**src/pkg/dtc_pkg.sv**
```systemverilog
// Constants and carrier types for the dual timer/counter block.
// Assumes register indices sit on word addresses: byte address = index * 4.
package dtc_pkg;

  // Register indices, byte address is four times the index
  localparam logic [7:0] IDX_RUNFLAG = 8'h88;
  localparam logic [7:0] IDX_MODE    = 8'h89;
  localparam logic [7:0] IDX_LOW0    = 8'h8a;
  localparam logic [7:0] IDX_LOW1    = 8'h8b;
  localparam logic [7:0] IDX_HIGH0   = 8'h8c;
  localparam logic [7:0] IDX_HIGH1   = 8'h8d;
  localparam logic [7:0] IDX_CLKCTL  = 8'h8e;
  localparam logic [7:0] IDX_AUX1    = 8'ha2;
  localparam logic [7:0] IDX_PORT1   = 8'hb3;

  // Mode register: one nibble per counter, counter one on top
  localparam int MODE_NIB_W = 4;
  localparam int MB_GATE    = 3;
  localparam int MB_FUNC    = 2;
  localparam int MB_MODE    = 0;

  // Per-counter bit bases, counter i adds its step
  localparam int RF_RUN_BASE  = 4;
  localparam int RF_FLAG_BASE = 5;
  localparam int RF_STEP      = 2;
  localparam int CKM_BASE     = 3;
  localparam int XTAL_BASE    = 4;
  localparam int TOG_BASE     = 2;

  // Reset values
  localparam logic [7:0] MODE_RESET = 8'h00;
  localparam logic [7:0] BYTE_RESET = 8'h00;
  localparam logic [1:0] BITS_RESET = 2'h0;

  // Timer prescale and low-speed crystal rate
  localparam int PRESCALE_DIV = 12;
  localparam int XTAL_HZ      = 32768;
  localparam int SYS_CLK_HZ   = 125000000;

  // Bus geometry
  localparam int ADR_W = 10;
  localparam int DAT_W = 32;

  // Operating modes
  typedef enum logic [1:0] {
    MODE_13     = 2'h0,
    MODE_16     = 2'h1,
    MODE_RELOAD = 2'h2,
    MODE_SPLIT  = 2'h3
  } dtc_mode_t;

  // Configuration of one counter
  typedef struct packed {
    logic      gate;
    logic      func;
    logic      clk_mode;
    logic      xtal;
    logic      run;
    dtc_mode_t mode;
  } dtc_cfg_t;

  // Result of one counting step
  typedef struct packed {
    logic [7:0] high;
    logic [7:0] low;
    logic       ovf_low;
    logic       ovf_high;
  } dtc_step_t;

endpackage

```
**src/verilog/dtc_edge.sv**
```systemverilog
// Edge detector on a sampled pin, one-cycle pulse per edge.
// Assumes the pin is already synchronous to the clock.
`timescale 1ns/100ps
`default_nettype none
module dtc_edge #(
  parameter bit FALL = 1'b1  // 1 detects high-to-low, 0 low-to-high
) (
  input  wire logic clk,    // System clock
  input  wire logic rst,    // Synchronous reset, active high
  input  wire logic pin,    // Sampled pin level
  output logic      pulse   // One-cycle edge pulse
);
  logic prev;

  // Reset value chosen so no false edge follows reset
  always_ff @(posedge clk) begin
    if (rst) begin
      prev <= ~FALL;
    end else begin
      prev <= pin;
    end
  end

  // High one cycle, then low the next
  assign pulse = FALL ? (prev & ~pin) : (~prev & pin);
endmodule
`default_nettype wire

```
**src/verilog/dtc_prescale.sv**
```systemverilog
// Free-running divider giving one tick every DIV system clocks.
// Assumes one clock and a synchronous reset.
`timescale 1ns/100ps
`default_nettype none
module dtc_prescale #(
  parameter int DIV = dtc_pkg::PRESCALE_DIV  // Clocks per tick
) (
  input  wire logic clk,   // System clock
  input  wire logic rst,   // Synchronous reset, active high
  output logic      tick   // One-cycle tick
);
  localparam int W = $clog2(DIV);
  localparam logic [W-1:0] LAST = W'(DIV - 1);
  logic [W-1:0] cnt;

  // Wraps at DIV-1, tick on the last count
  always_ff @(posedge clk) begin
    if (rst) begin
      cnt <= '0;
    end else begin
      cnt <= (cnt == LAST) ? '0 : cnt + W'(1);
    end
  end

  assign tick = (cnt == LAST);
endmodule
`default_nettype wire

```
**src/verilog/dtc_top.sv**
```systemverilog
// Dual 16-bit timer/counter with Wishbone classic register access.
// Assumes pins are synchronous to CLOCK and a single-master bus.
`timescale 1ns/100ps
`default_nettype none
module dtc_top (
  input  wire logic                    CLOCK,               // System clock, 125 MHz
  input  wire logic                    RST,                 // Synchronous reset, high
  input  wire logic                    WB_CYC_I,            // Bus cycle
  input  wire logic                    WB_STB_I,            // Bus strobe
  input  wire logic                    WB_WE_I,             // Write enable
  input  wire logic [dtc_pkg::ADR_W-1:0] WB_ADR_I,          // Byte address
  input  wire logic [3:0]              WB_SEL_I,            // Byte lanes
  input  wire logic [dtc_pkg::DAT_W-1:0] WB_DAT_I,          // Write data
  output logic      [dtc_pkg::DAT_W-1:0] WB_DAT_O,          // Read data
  output logic                         WB_ACK_O,            // Acknowledge
  input  wire logic                    COUNT_PIN_ZERO_I,    // Count pin zero level
  input  wire logic                    COUNT_PIN_ONE_I,     // Count pin one level
  input  wire logic                    GATE_PIN_ZERO,       // Gate pin zero level
  input  wire logic                    GATE_PIN_ONE,        // Gate pin one level
  input  wire logic                    LOW_SPEED_CRYSTAL,   // Crystal clock, sampled
  input  wire logic                    ISR_ENTER_ZERO,      // Service entry, counter zero
  input  wire logic                    ISR_ENTER_ONE,       // Service entry, counter one
  output logic                         COUNT_PIN_ZERO_O,    // Toggle output zero
  output logic                         COUNT_PIN_ZERO_OE,   // Toggle drive enable zero
  output logic                         COUNT_PIN_ONE_O,     // Toggle output one
  output logic                         COUNT_PIN_ONE_OE,    // Toggle drive enable one
  output logic                         OVERFLOW_FLAG_ZERO,  // Overflow flag zero
  output logic                         OVERFLOW_FLAG_ONE    // Overflow flag one
);

  // Software-visible state
  logic [7:0] timer_mode_config;
  logic [1:0] run;
  logic [1:0] flag;
  logic [1:0] clk_mode;
  logic [1:0] xtal;
  logic [1:0] tog_en;
  logic [1:0] tog_pin;
  logic [7:0] high [2];
  logic [7:0] low  [2];
  logic       ack;
  logic [7:0] rd_q;

  // One counting step for any mode
  function automatic dtc_pkg::dtc_step_t step(
    input dtc_pkg::dtc_mode_t mode,
    input logic [7:0]         h,
    input logic [7:0]         l,
    input logic               inc_low,
    input logic               inc_high
  );
    dtc_pkg::dtc_step_t r;
    logic [12:0] v13;
    logic [15:0] v16;
    r.high     = h;
    r.low      = l;
    r.ovf_low  = 1'b0;
    r.ovf_high = 1'b0;
    v13 = {h, l[4:0]} + 13'h0001;
    v16 = {h, l} + 16'h0001;
    unique case (mode)
      dtc_pkg::MODE_13: begin
        if (inc_low) begin
          r.high    = v13[12:5];
          r.low     = {l[7:5], v13[4:0]};
          r.ovf_low = (v13 == 13'h0000);
        end
      end
      dtc_pkg::MODE_16: begin
        if (inc_low) begin
          r.high    = v16[15:8];
          r.low     = v16[7:0];
          r.ovf_low = (v16 == 16'h0000);
        end
      end
      dtc_pkg::MODE_RELOAD: begin
        if (inc_low) begin
          r.ovf_low = (l == 8'hff);
          r.low     = r.ovf_low ? h : l + 8'h01;
        end
      end
      dtc_pkg::MODE_SPLIT: begin
        if (inc_low) begin
          r.low     = l + 8'h01;
          r.ovf_low = (l == 8'hff);
        end
        if (inc_high) begin
          r.high     = h + 8'h01;
          r.ovf_high = (h == 8'hff);
        end
      end
    endcase
    return r;
  endfunction

  // Bus decode
  wire       req     = WB_CYC_I & WB_STB_I & ~ack;
  wire       wr      = req & WB_WE_I & WB_SEL_I[0];
  wire [7:0] idx     = WB_ADR_I[dtc_pkg::ADR_W-1:2];
  wire [7:0] wdat    = WB_DAT_I[7:0];
  wire       wr_rf   = wr & (idx == dtc_pkg::IDX_RUNFLAG);
  wire       wr_mode = wr & (idx == dtc_pkg::IDX_MODE);
  wire       wr_ckc  = wr & (idx == dtc_pkg::IDX_CLKCTL);
  wire       wr_aux  = wr & (idx == dtc_pkg::IDX_AUX1);
  wire       wr_port = wr & (idx == dtc_pkg::IDX_PORT1);
  wire [1:0] wr_low  = {wr & (idx == dtc_pkg::IDX_LOW1),
                        wr & (idx == dtc_pkg::IDX_LOW0)};
  wire [1:0] wr_high = {wr & (idx == dtc_pkg::IDX_HIGH1),
                        wr & (idx == dtc_pkg::IDX_HIGH0)};

  // Shared clock sources
  logic       div_tick;
  logic       xtal_tick;
  logic [1:0] pin_fall;

  dtc_prescale #(
    .DIV (dtc_pkg::PRESCALE_DIV)
  ) u_prescale (
    .clk  (CLOCK),
    .rst  (RST),
    .tick (div_tick)
  );

  // Crystal counted on its rising edge, sampled by the system clock
  dtc_edge #(
    .FALL (1'b0)
  ) u_xtal_edge (
    .clk   (CLOCK),
    .rst   (RST),
    .pin   (LOW_SPEED_CRYSTAL),
    .pulse (xtal_tick)
  );

  // Per-counter configuration and sources
  wire [1:0]          count_pin = {COUNT_PIN_ONE_I, COUNT_PIN_ZERO_I};
  wire [1:0]          gate_pin  = {GATE_PIN_ONE, GATE_PIN_ZERO};
  dtc_pkg::dtc_cfg_t  cfg      [2];
  logic [1:0]         clk_tick;
  logic [1:0]         src_tick;
  logic [1:0]         enable;

  genvar g;
  generate
    for (g = 0; g < 2; g++) begin : gen_src
      localparam int NB = g * dtc_pkg::MODE_NIB_W;

      // Falling edges of the count pin, high then low
      dtc_edge #(
        .FALL (1'b1)
      ) u_pin_edge (
        .clk   (CLOCK),
        .rst   (RST),
        .pin   (count_pin[g]),
        .pulse (pin_fall[g])
      );

      assign cfg[g].gate     = timer_mode_config[NB + dtc_pkg::MB_GATE];
      assign cfg[g].func     = timer_mode_config[NB + dtc_pkg::MB_FUNC];
      assign cfg[g].mode     = dtc_pkg::dtc_mode_t'(
                                 timer_mode_config[NB + dtc_pkg::MB_MODE +: 2]);
      assign cfg[g].clk_mode = clk_mode[g];
      assign cfg[g].xtal     = xtal[g];
      assign cfg[g].run      = run[g];

      // Crystal overrides; otherwise clock/12 or full clock
      assign clk_tick[g] = cfg[g].xtal ? xtal_tick :
                           (cfg[g].clk_mode ? 1'b1 : div_tick);
      assign src_tick[g] = (cfg[g].func & ~cfg[g].xtal) ? pin_fall[g]
                                                         : clk_tick[g];
      // Gate only restricts, never starts a stopped counter
      assign enable[g]   = cfg[g].run & (~cfg[g].gate | gate_pin[g]);
    end
  endgenerate

  // Counting steps
  wire split0   = (cfg[0].mode == dtc_pkg::MODE_SPLIT);
  wire halt1    = (cfg[1].mode == dtc_pkg::MODE_SPLIT);
  wire inc_l0   = enable[0] & src_tick[0];
  wire inc_h0   = split0 & run[1] & clk_tick[0];
  wire inc_l1   = enable[1] & src_tick[1] & ~halt1;

  dtc_pkg::dtc_step_t upd [2];
  assign upd[0] = step(cfg[0].mode, high[0], low[0], inc_l0, inc_h0);
  assign upd[1] = step(cfg[1].mode, high[1], low[1], inc_l1, 1'b0);

  // Overflow events; split high byte reports through flag one
  wire [1:0] ovf_evt = {split0 ? upd[0].ovf_high : upd[1].ovf_low,
                        upd[0].ovf_low};
  wire [1:0] isr     = {ISR_ENTER_ONE, ISR_ENTER_ZERO};

  // Byte registers; a bus write beats a step in the same cycle
  generate
    for (g = 0; g < 2; g++) begin : gen_cnt
      always_ff @(posedge CLOCK) begin
        if (RST) begin
          low[g]  <= dtc_pkg::BYTE_RESET;
          high[g] <= dtc_pkg::BYTE_RESET;
        end else begin
          low[g]  <= wr_low[g]  ? wdat : upd[g].low;
          high[g] <= wr_high[g] ? wdat : upd[g].high;
        end
      end
    end
  endgenerate

  // Control bits, run and flag; overflow wins over any clear
  logic [1:0] next_run;
  logic [1:0] next_flag;
  generate
    for (g = 0; g < 2; g++) begin : gen_ctl
      localparam int RB = dtc_pkg::RF_RUN_BASE + g * dtc_pkg::RF_STEP;
      localparam int FB = dtc_pkg::RF_FLAG_BASE + g * dtc_pkg::RF_STEP;
      assign next_run[g]  = wr_rf ? wdat[RB] : run[g];
      assign next_flag[g] = ovf_evt[g] |
                            (wr_rf ? wdat[FB] : (flag[g] & ~isr[g]));
    end
  endgenerate

  always_ff @(posedge CLOCK) begin
    if (RST) begin
      run  <= dtc_pkg::BITS_RESET;
      flag <= dtc_pkg::BITS_RESET;
    end else begin
      run  <= next_run;
      flag <= next_flag;
    end
  end

  // Configuration registers
  always_ff @(posedge CLOCK) begin
    if (RST) begin
      timer_mode_config <= dtc_pkg::MODE_RESET;
      clk_mode          <= dtc_pkg::BITS_RESET;
      xtal              <= dtc_pkg::BITS_RESET;
      tog_en            <= dtc_pkg::BITS_RESET;
    end else begin
      if (wr_mode) timer_mode_config <= wdat;
      if (wr_ckc)  clk_mode <= wdat[dtc_pkg::CKM_BASE +: 2];
      if (wr_aux)  xtal     <= wdat[dtc_pkg::XTAL_BASE +: 2];
      if (wr_port) tog_en   <= wdat[dtc_pkg::TOG_BASE +: 2];
    end
  end

  // Toggle pins: parked at 1 while off, so the first overflow drives 0
  generate
    for (g = 0; g < 2; g++) begin : gen_tog
      always_ff @(posedge CLOCK) begin
        if (RST) begin
          tog_pin[g] <= 1'b1;
        end else if (!tog_en[g]) begin
          tog_pin[g] <= 1'b1;
        end else if (g == 0 ? upd[0].ovf_low : upd[1].ovf_low) begin
          tog_pin[g] <= ~tog_pin[g];
        end
      end
    end
  endgenerate

  // Read selection; unmapped indices read zero
  wire [7:0] rf_rd   = {flag[1], run[1], flag[0], run[0], 4'h0};
  wire [7:0] ckc_rd  = {3'h0, clk_mode, 3'h0};
  wire [7:0] aux_rd  = {2'h0, xtal, 4'h0};
  wire [7:0] port_rd = {4'h0, tog_en, 2'h0};
  wire [7:0] rd_sel  =
    (idx == dtc_pkg::IDX_RUNFLAG) ? rf_rd             :
    (idx == dtc_pkg::IDX_MODE)    ? timer_mode_config :
    (idx == dtc_pkg::IDX_LOW0)    ? low[0]            :
    (idx == dtc_pkg::IDX_LOW1)    ? low[1]            :
    (idx == dtc_pkg::IDX_HIGH0)   ? high[0]           :
    (idx == dtc_pkg::IDX_HIGH1)   ? high[1]           :
    (idx == dtc_pkg::IDX_CLKCTL)  ? ckc_rd            :
    (idx == dtc_pkg::IDX_AUX1)    ? aux_rd            :
    (idx == dtc_pkg::IDX_PORT1)   ? port_rd           : 8'h00;

  // One-wait-state answer; ack drops the cycle after it is given
  always_ff @(posedge CLOCK) begin
    if (RST) begin
      ack  <= 1'b0;
      rd_q <= 8'h00;
    end else begin
      ack  <= req;
      rd_q <= req ? rd_sel : rd_q;
    end
  end

  // Outputs straight from flip-flops
  assign WB_ACK_O           = ack;
  assign WB_DAT_O           = {24'h000000, rd_q};
  assign COUNT_PIN_ZERO_O   = tog_pin[0];
  assign COUNT_PIN_ONE_O    = tog_pin[1];
  assign COUNT_PIN_ZERO_OE  = tog_en[0];
  assign COUNT_PIN_ONE_OE   = tog_en[1];
  assign OVERFLOW_FLAG_ZERO = flag[0];
  assign OVERFLOW_FLAG_ONE  = flag[1];

endmodule
`default_nettype wire
```
**config.mk**
```make
export PLATFORM = sky130hd
export DESIGN_NAME = dtc_top
export DESIGN_NICKNAME = d
export VERILOG_FILES = /design/src/pkg/dtc_pkg.sv /design/src/verilog/dtc_edge.sv /design/src/verilog/dtc_prescale.sv /design/src/verilog/dtc_top.sv
export SDC_FILE = /design/constraint.sdc
export NUM_CORES = 1
export LEC_CHECK = 0
export ABC_AREA = 1
export ABC_CLOCK_PERIOD_IN_PS = 2100
export CAP_MARGIN = 20
export CORE_UTILIZATION = 50
export CTS_CLUSTER_DIAMETER = 80
export CTS_CLUSTER_SIZE = 40
export DETAILED_ROUTE_END_ITERATION = 8
export DONT_BUFFER_PORTS = 1
export PLACE_DENSITY = 0.77
export SLEW_MARGIN = 20
export SYNTH_ARGS = -nofsm -noshare
export SYNTH_HDL_FRONTEND = slang
export SYNTH_HIERARCHICAL = 1
export SYNTH_SLANG_ARGS = --single-unit
```
**constraint.sdc**
```tcl
create_clock -name CLOCK -period 2.1 [get_ports CLOCK]
set_clock_uncertainty 0.1 [all_clocks]
set_input_delay 0 -clock CLOCK [delete_from_list [all_inputs] [get_ports CLOCK]]
set_output_delay 0 -clock CLOCK [all_outputs]
set_load 0.01 [all_outputs]
```
==> impl_metrics.json <==
{
  "slew_violations": 0,
  "numCtsBuffers": 9,
  "crit_buf_inv": 2,
  "setup_tns_ns": 0,
  "peakVddDrop_mv": 0.4302,
  "ys_warn_count": 6,
  "crit-reg2reg-launch": "low[1][0]",
  "fin_cells": 1167,
  "die_x_um": 107.6,
  "worst_pin_slew_ns": 0.5110,
  "reg2reg_slack_ns": 0.11,
  "fin_util_pct": 64.75,
  "clock.fmax_mhz": 501.6,
  "critPathMaxFanout": 6,
  "post-route-min-period_ns": 1.994,
  "die_area_sq_um": 11570,
  "grtUsageTotal_pct": 34.42,
  "clkLatencyLatePin_ns": 0.37,
  "crit_required_ns": 2.26,
  "hold_viol": 0,
  "htreeDepth": 3,
  "dr_total_vias": 6828,
  "grt_overflow": 0,
  "critPathLaunch": "low[1][0]",
  "worst_setup_path_start_kind": "flip-flop",
  "reg2reg_depth": 12,
  "clockBufferDepth": 2,
  "cts_tree": "built",
  "synthFlopType": "dfxtp_1",
  "port_buffers": 0,
  "dpl.hpwl_um": 14190,
  "final_cell_area_sq_um": 7019,
  "area_growth_syn_to_layout_pct": 25.95,
  "vias_per_cell": 5.851,
  "fp.coreArea_sq_um": 10840,
  "crit_arrival_ns": 2.16,
  "reg2reg_to": "COUNT_PIN_ONE_O",
  "wl_per_cell_um": 16.99,
  "pre_cts_slack_ns": -0.006503,
  "min-delay-path-class": "in2reg",
  "antenna_found_initial": 0,
  "grt_pass1_wl_um": 30620,
  "drc": 0,
  "layout-drive-gt1-share_pct": 21.15,
  "cts-root-buf": "clkbuf_8",
  "die_y_um": 107.6,
  "grt_pass1_vias": 6044,
  "nNetsFinal": 1092,
  "syn_area_sq_um": 5573,
  "drtIter0Drc": 740,
  "endpoint": "COUNT_PIN_ONE_O",
  "gp_congestion": 1.031,
  "critPathMaxStageDelay_ns": 0.37,
  "synth_cells": 921,
  "wl_um": 19830,
  "worst_slack_ns": 0.1063,
  "p_per_area_nw_per_um2": 380.4,
  "cp_num_cells": 12,
  "synthArstFlopShare_pct": 0,
  "fin_crit_sh_pct": 94.94,
  "ys_ff_latch": 68,
  "postSynthAreaPerCell_sq_um": 6.051,
  "grt_max_degree": 33,
  "hold_ws_ns": 0.03432,
  "max_slew_margin_pct": 65.82,
  "synth_seq_area_share_pct": 24.43,
  "firstDrtPassIters": 7,
  "row_count": 38,
  "synth-edff-count": 0,
  "cp-end-kind": "flip-flop",
  "ant_nets": 0,
  "crit_type": "reg2reg",
  "cts.sinks": 68,
  "nFillCells": 940,
  "total_power_mw": 2.670,
  "synth_cell_types": 45,
  "clkSlewWorstSetupHoldPaths_ns": 0.09,
  "ioPinCount": 97,
  "start_util_pct": 51.41,
  "cp_top_family": "simple AND/OR/NAND/NOR gates",
  "status": "finished, final reports clean",
  "p_leak_nw": 2.890,
  "cp_cell_sequence": "buf_6 > clkinvlp_4 > nor2_4 > nand3_1 > nand2_1 > nand3_1 > nor2_1 > nand3_2 > a21oi_2 > nand2_1 > nand2_1 > nand3_1",
  "maxCapViolCount": 0,
  "setup_viol": 0,
  "placed_cell_area_sq_um": 6107,
  "slowest_stage": "dfxtp_2",
  "dp_cells": 1112
}
==> area by class of cell <==
class	instances	area (sq um)	area share, %
diodes	1	2.502	0.03565
clock buffers	10	137.6	1.961
clock inverters	6	70.07	0.9982
inverters	116	441.7	6.292
multi-input cells	716	3887	55.38
flip-flops and latches	68	1380	19.66
well taps	140	175.2	2.496
repair buffers	110	924.6	13.17
==> cells by family after synthesis <==
family	Yosys count	share of synthesized area [%]
and+or+nand+nor	478	38.08
AOI/OAI and AO/OA	185	19.42
buffers and inverters	162	12.89
DFF	68	24.43
xor gates and xnor gates	14	2.200
adders and majority gates	13	2.919
other	1	0.06729
==> cells in the mapped netlist, types with 6 or more instances <==
library cell,count,share of area [%]
buf_4,26,3.5
dfxtp_1,68,24
inv_2,12,0.81
nor3_1,13,1.2
a21oi_1,56,5.0
nor2_2,7,0.79
o211ai_1,8,1.1
o22ai_1,12,1.3
o21ai_0,60,5.4
nor2_4,8,1.6
inv_1,103,6.9
nand2_2,6,0.67
buf_2,8,0.72
xor2_1,12,1.9
a31oi_1,19,2.1
nor2_1,101,6.8
clkbuf_1,10,0.67
nand4_1,20,2.2
ha_1,13,2.9
o221ai_1,10,1.6
nand2_1,243,16
nand3_1,62,5.6
==> where the power goes <==
part	switching (mW)	internal [mW]	leakage (nW)
Clock	0.574	0.593	0.108
Sequential	0.0107	1.30	0.557
Combinational	0.130	0.0626	2.23
==> worst min path at each step <==
stage | startpoint | end | slack, ns | depth (start not counted)
floorplan | RST | gen_src[0].u_pin_edge/prev | -0.03 | 1
global placement | RST | gen_src[0].u_pin_edge/prev | -0.03 | 1
detailed placement | RST | gen_src[0].u_pin_edge/prev | -0.03 | 1
CTS | WB_ADR_I[5] | rd_q[6] | 0.02 | 4
global route | WB_STB_I | rd_q[3] | 0.07 | 6
finish | WB_WE_I | run[1] | 0.03 | 6
==> worst register-to-register path: stages, from the launching register on <==
cell and delay, ns:
dfxtp_2 0.37, buf_6 0.14, clkinvlp_4 0.12, nor2_4 0.16, nand3_1 0.10, nand2_1 0.12, nand3_1 0.09, nor2_1 0.14
nand3_2 0.12, a21oi_2 0.20, nand2_1 0.11, nand2_1 0.08, nand3_1 0.06
==> what timing repair did <==
action / in CTS / in global routing
setup buffers: 1 / 9
gates resized for setup: 3 / 102
pin swaps: 1 / 27
gates cloned: 0 / 2
setup endpoints to repair: 7 / 36
hold buffers: 26 / 0
endpoints found under the hold margin: 68 / 0
==> per-layer routing <==
metal  track usage (%)  up-vias  part of all wire [%]
met3             6.416      112                    11
met2             54.44      493                    44
met1             43.53     3009                    39
met5                 0        -                     0
li1                  -     3214                     -
met4             20.06        0                   5.9
==> layout by cell type, fill, tap and decap left out, types with 3 or more instances in the layout <==
cell             n
buf_4           79
nor3_1          13
nand3_1         56
xor2_1          12
a31oi_1         19
nand3b_1         4
dfxtp_2         15
inv_1          100
nand2_2         15
buf_6            5
o221ai_1         9
ha_4             4
a21oi_1         52
dfxtp_1         53
nor2_2          20
o21ai_2          3
o22ai_1         12
nor2_4          14
inv_2           14
clkbuf_8        10
o21ai_1          4
nand3_2          6
nand2_1        230
o211ai_1         8
nand2_4          3
dlygate4sd3_1   23
o21ai_0         54
inv_6            3
nor2_1          84
conb_1          24
and2_1           3
nor3_4           3
nand4_1         20
ha_1             9
nand3_4          3
o31ai_1          4
o2111ai_1        4
a21oi_2          7
==> flip-flops by register name (all words and copies together), names as in the netlist, 2 cells and up <==
register                 cells
high                        16
low                         16
rd_q                         8
timer_mode_config            8
u_prescale/cnt               4
clk_mode                     2
flag                         2
gen_src.u_pin_edge/prev      2
run                          2
tog_en                       2
xtal                         2
(Power assumes the default switching activity.)
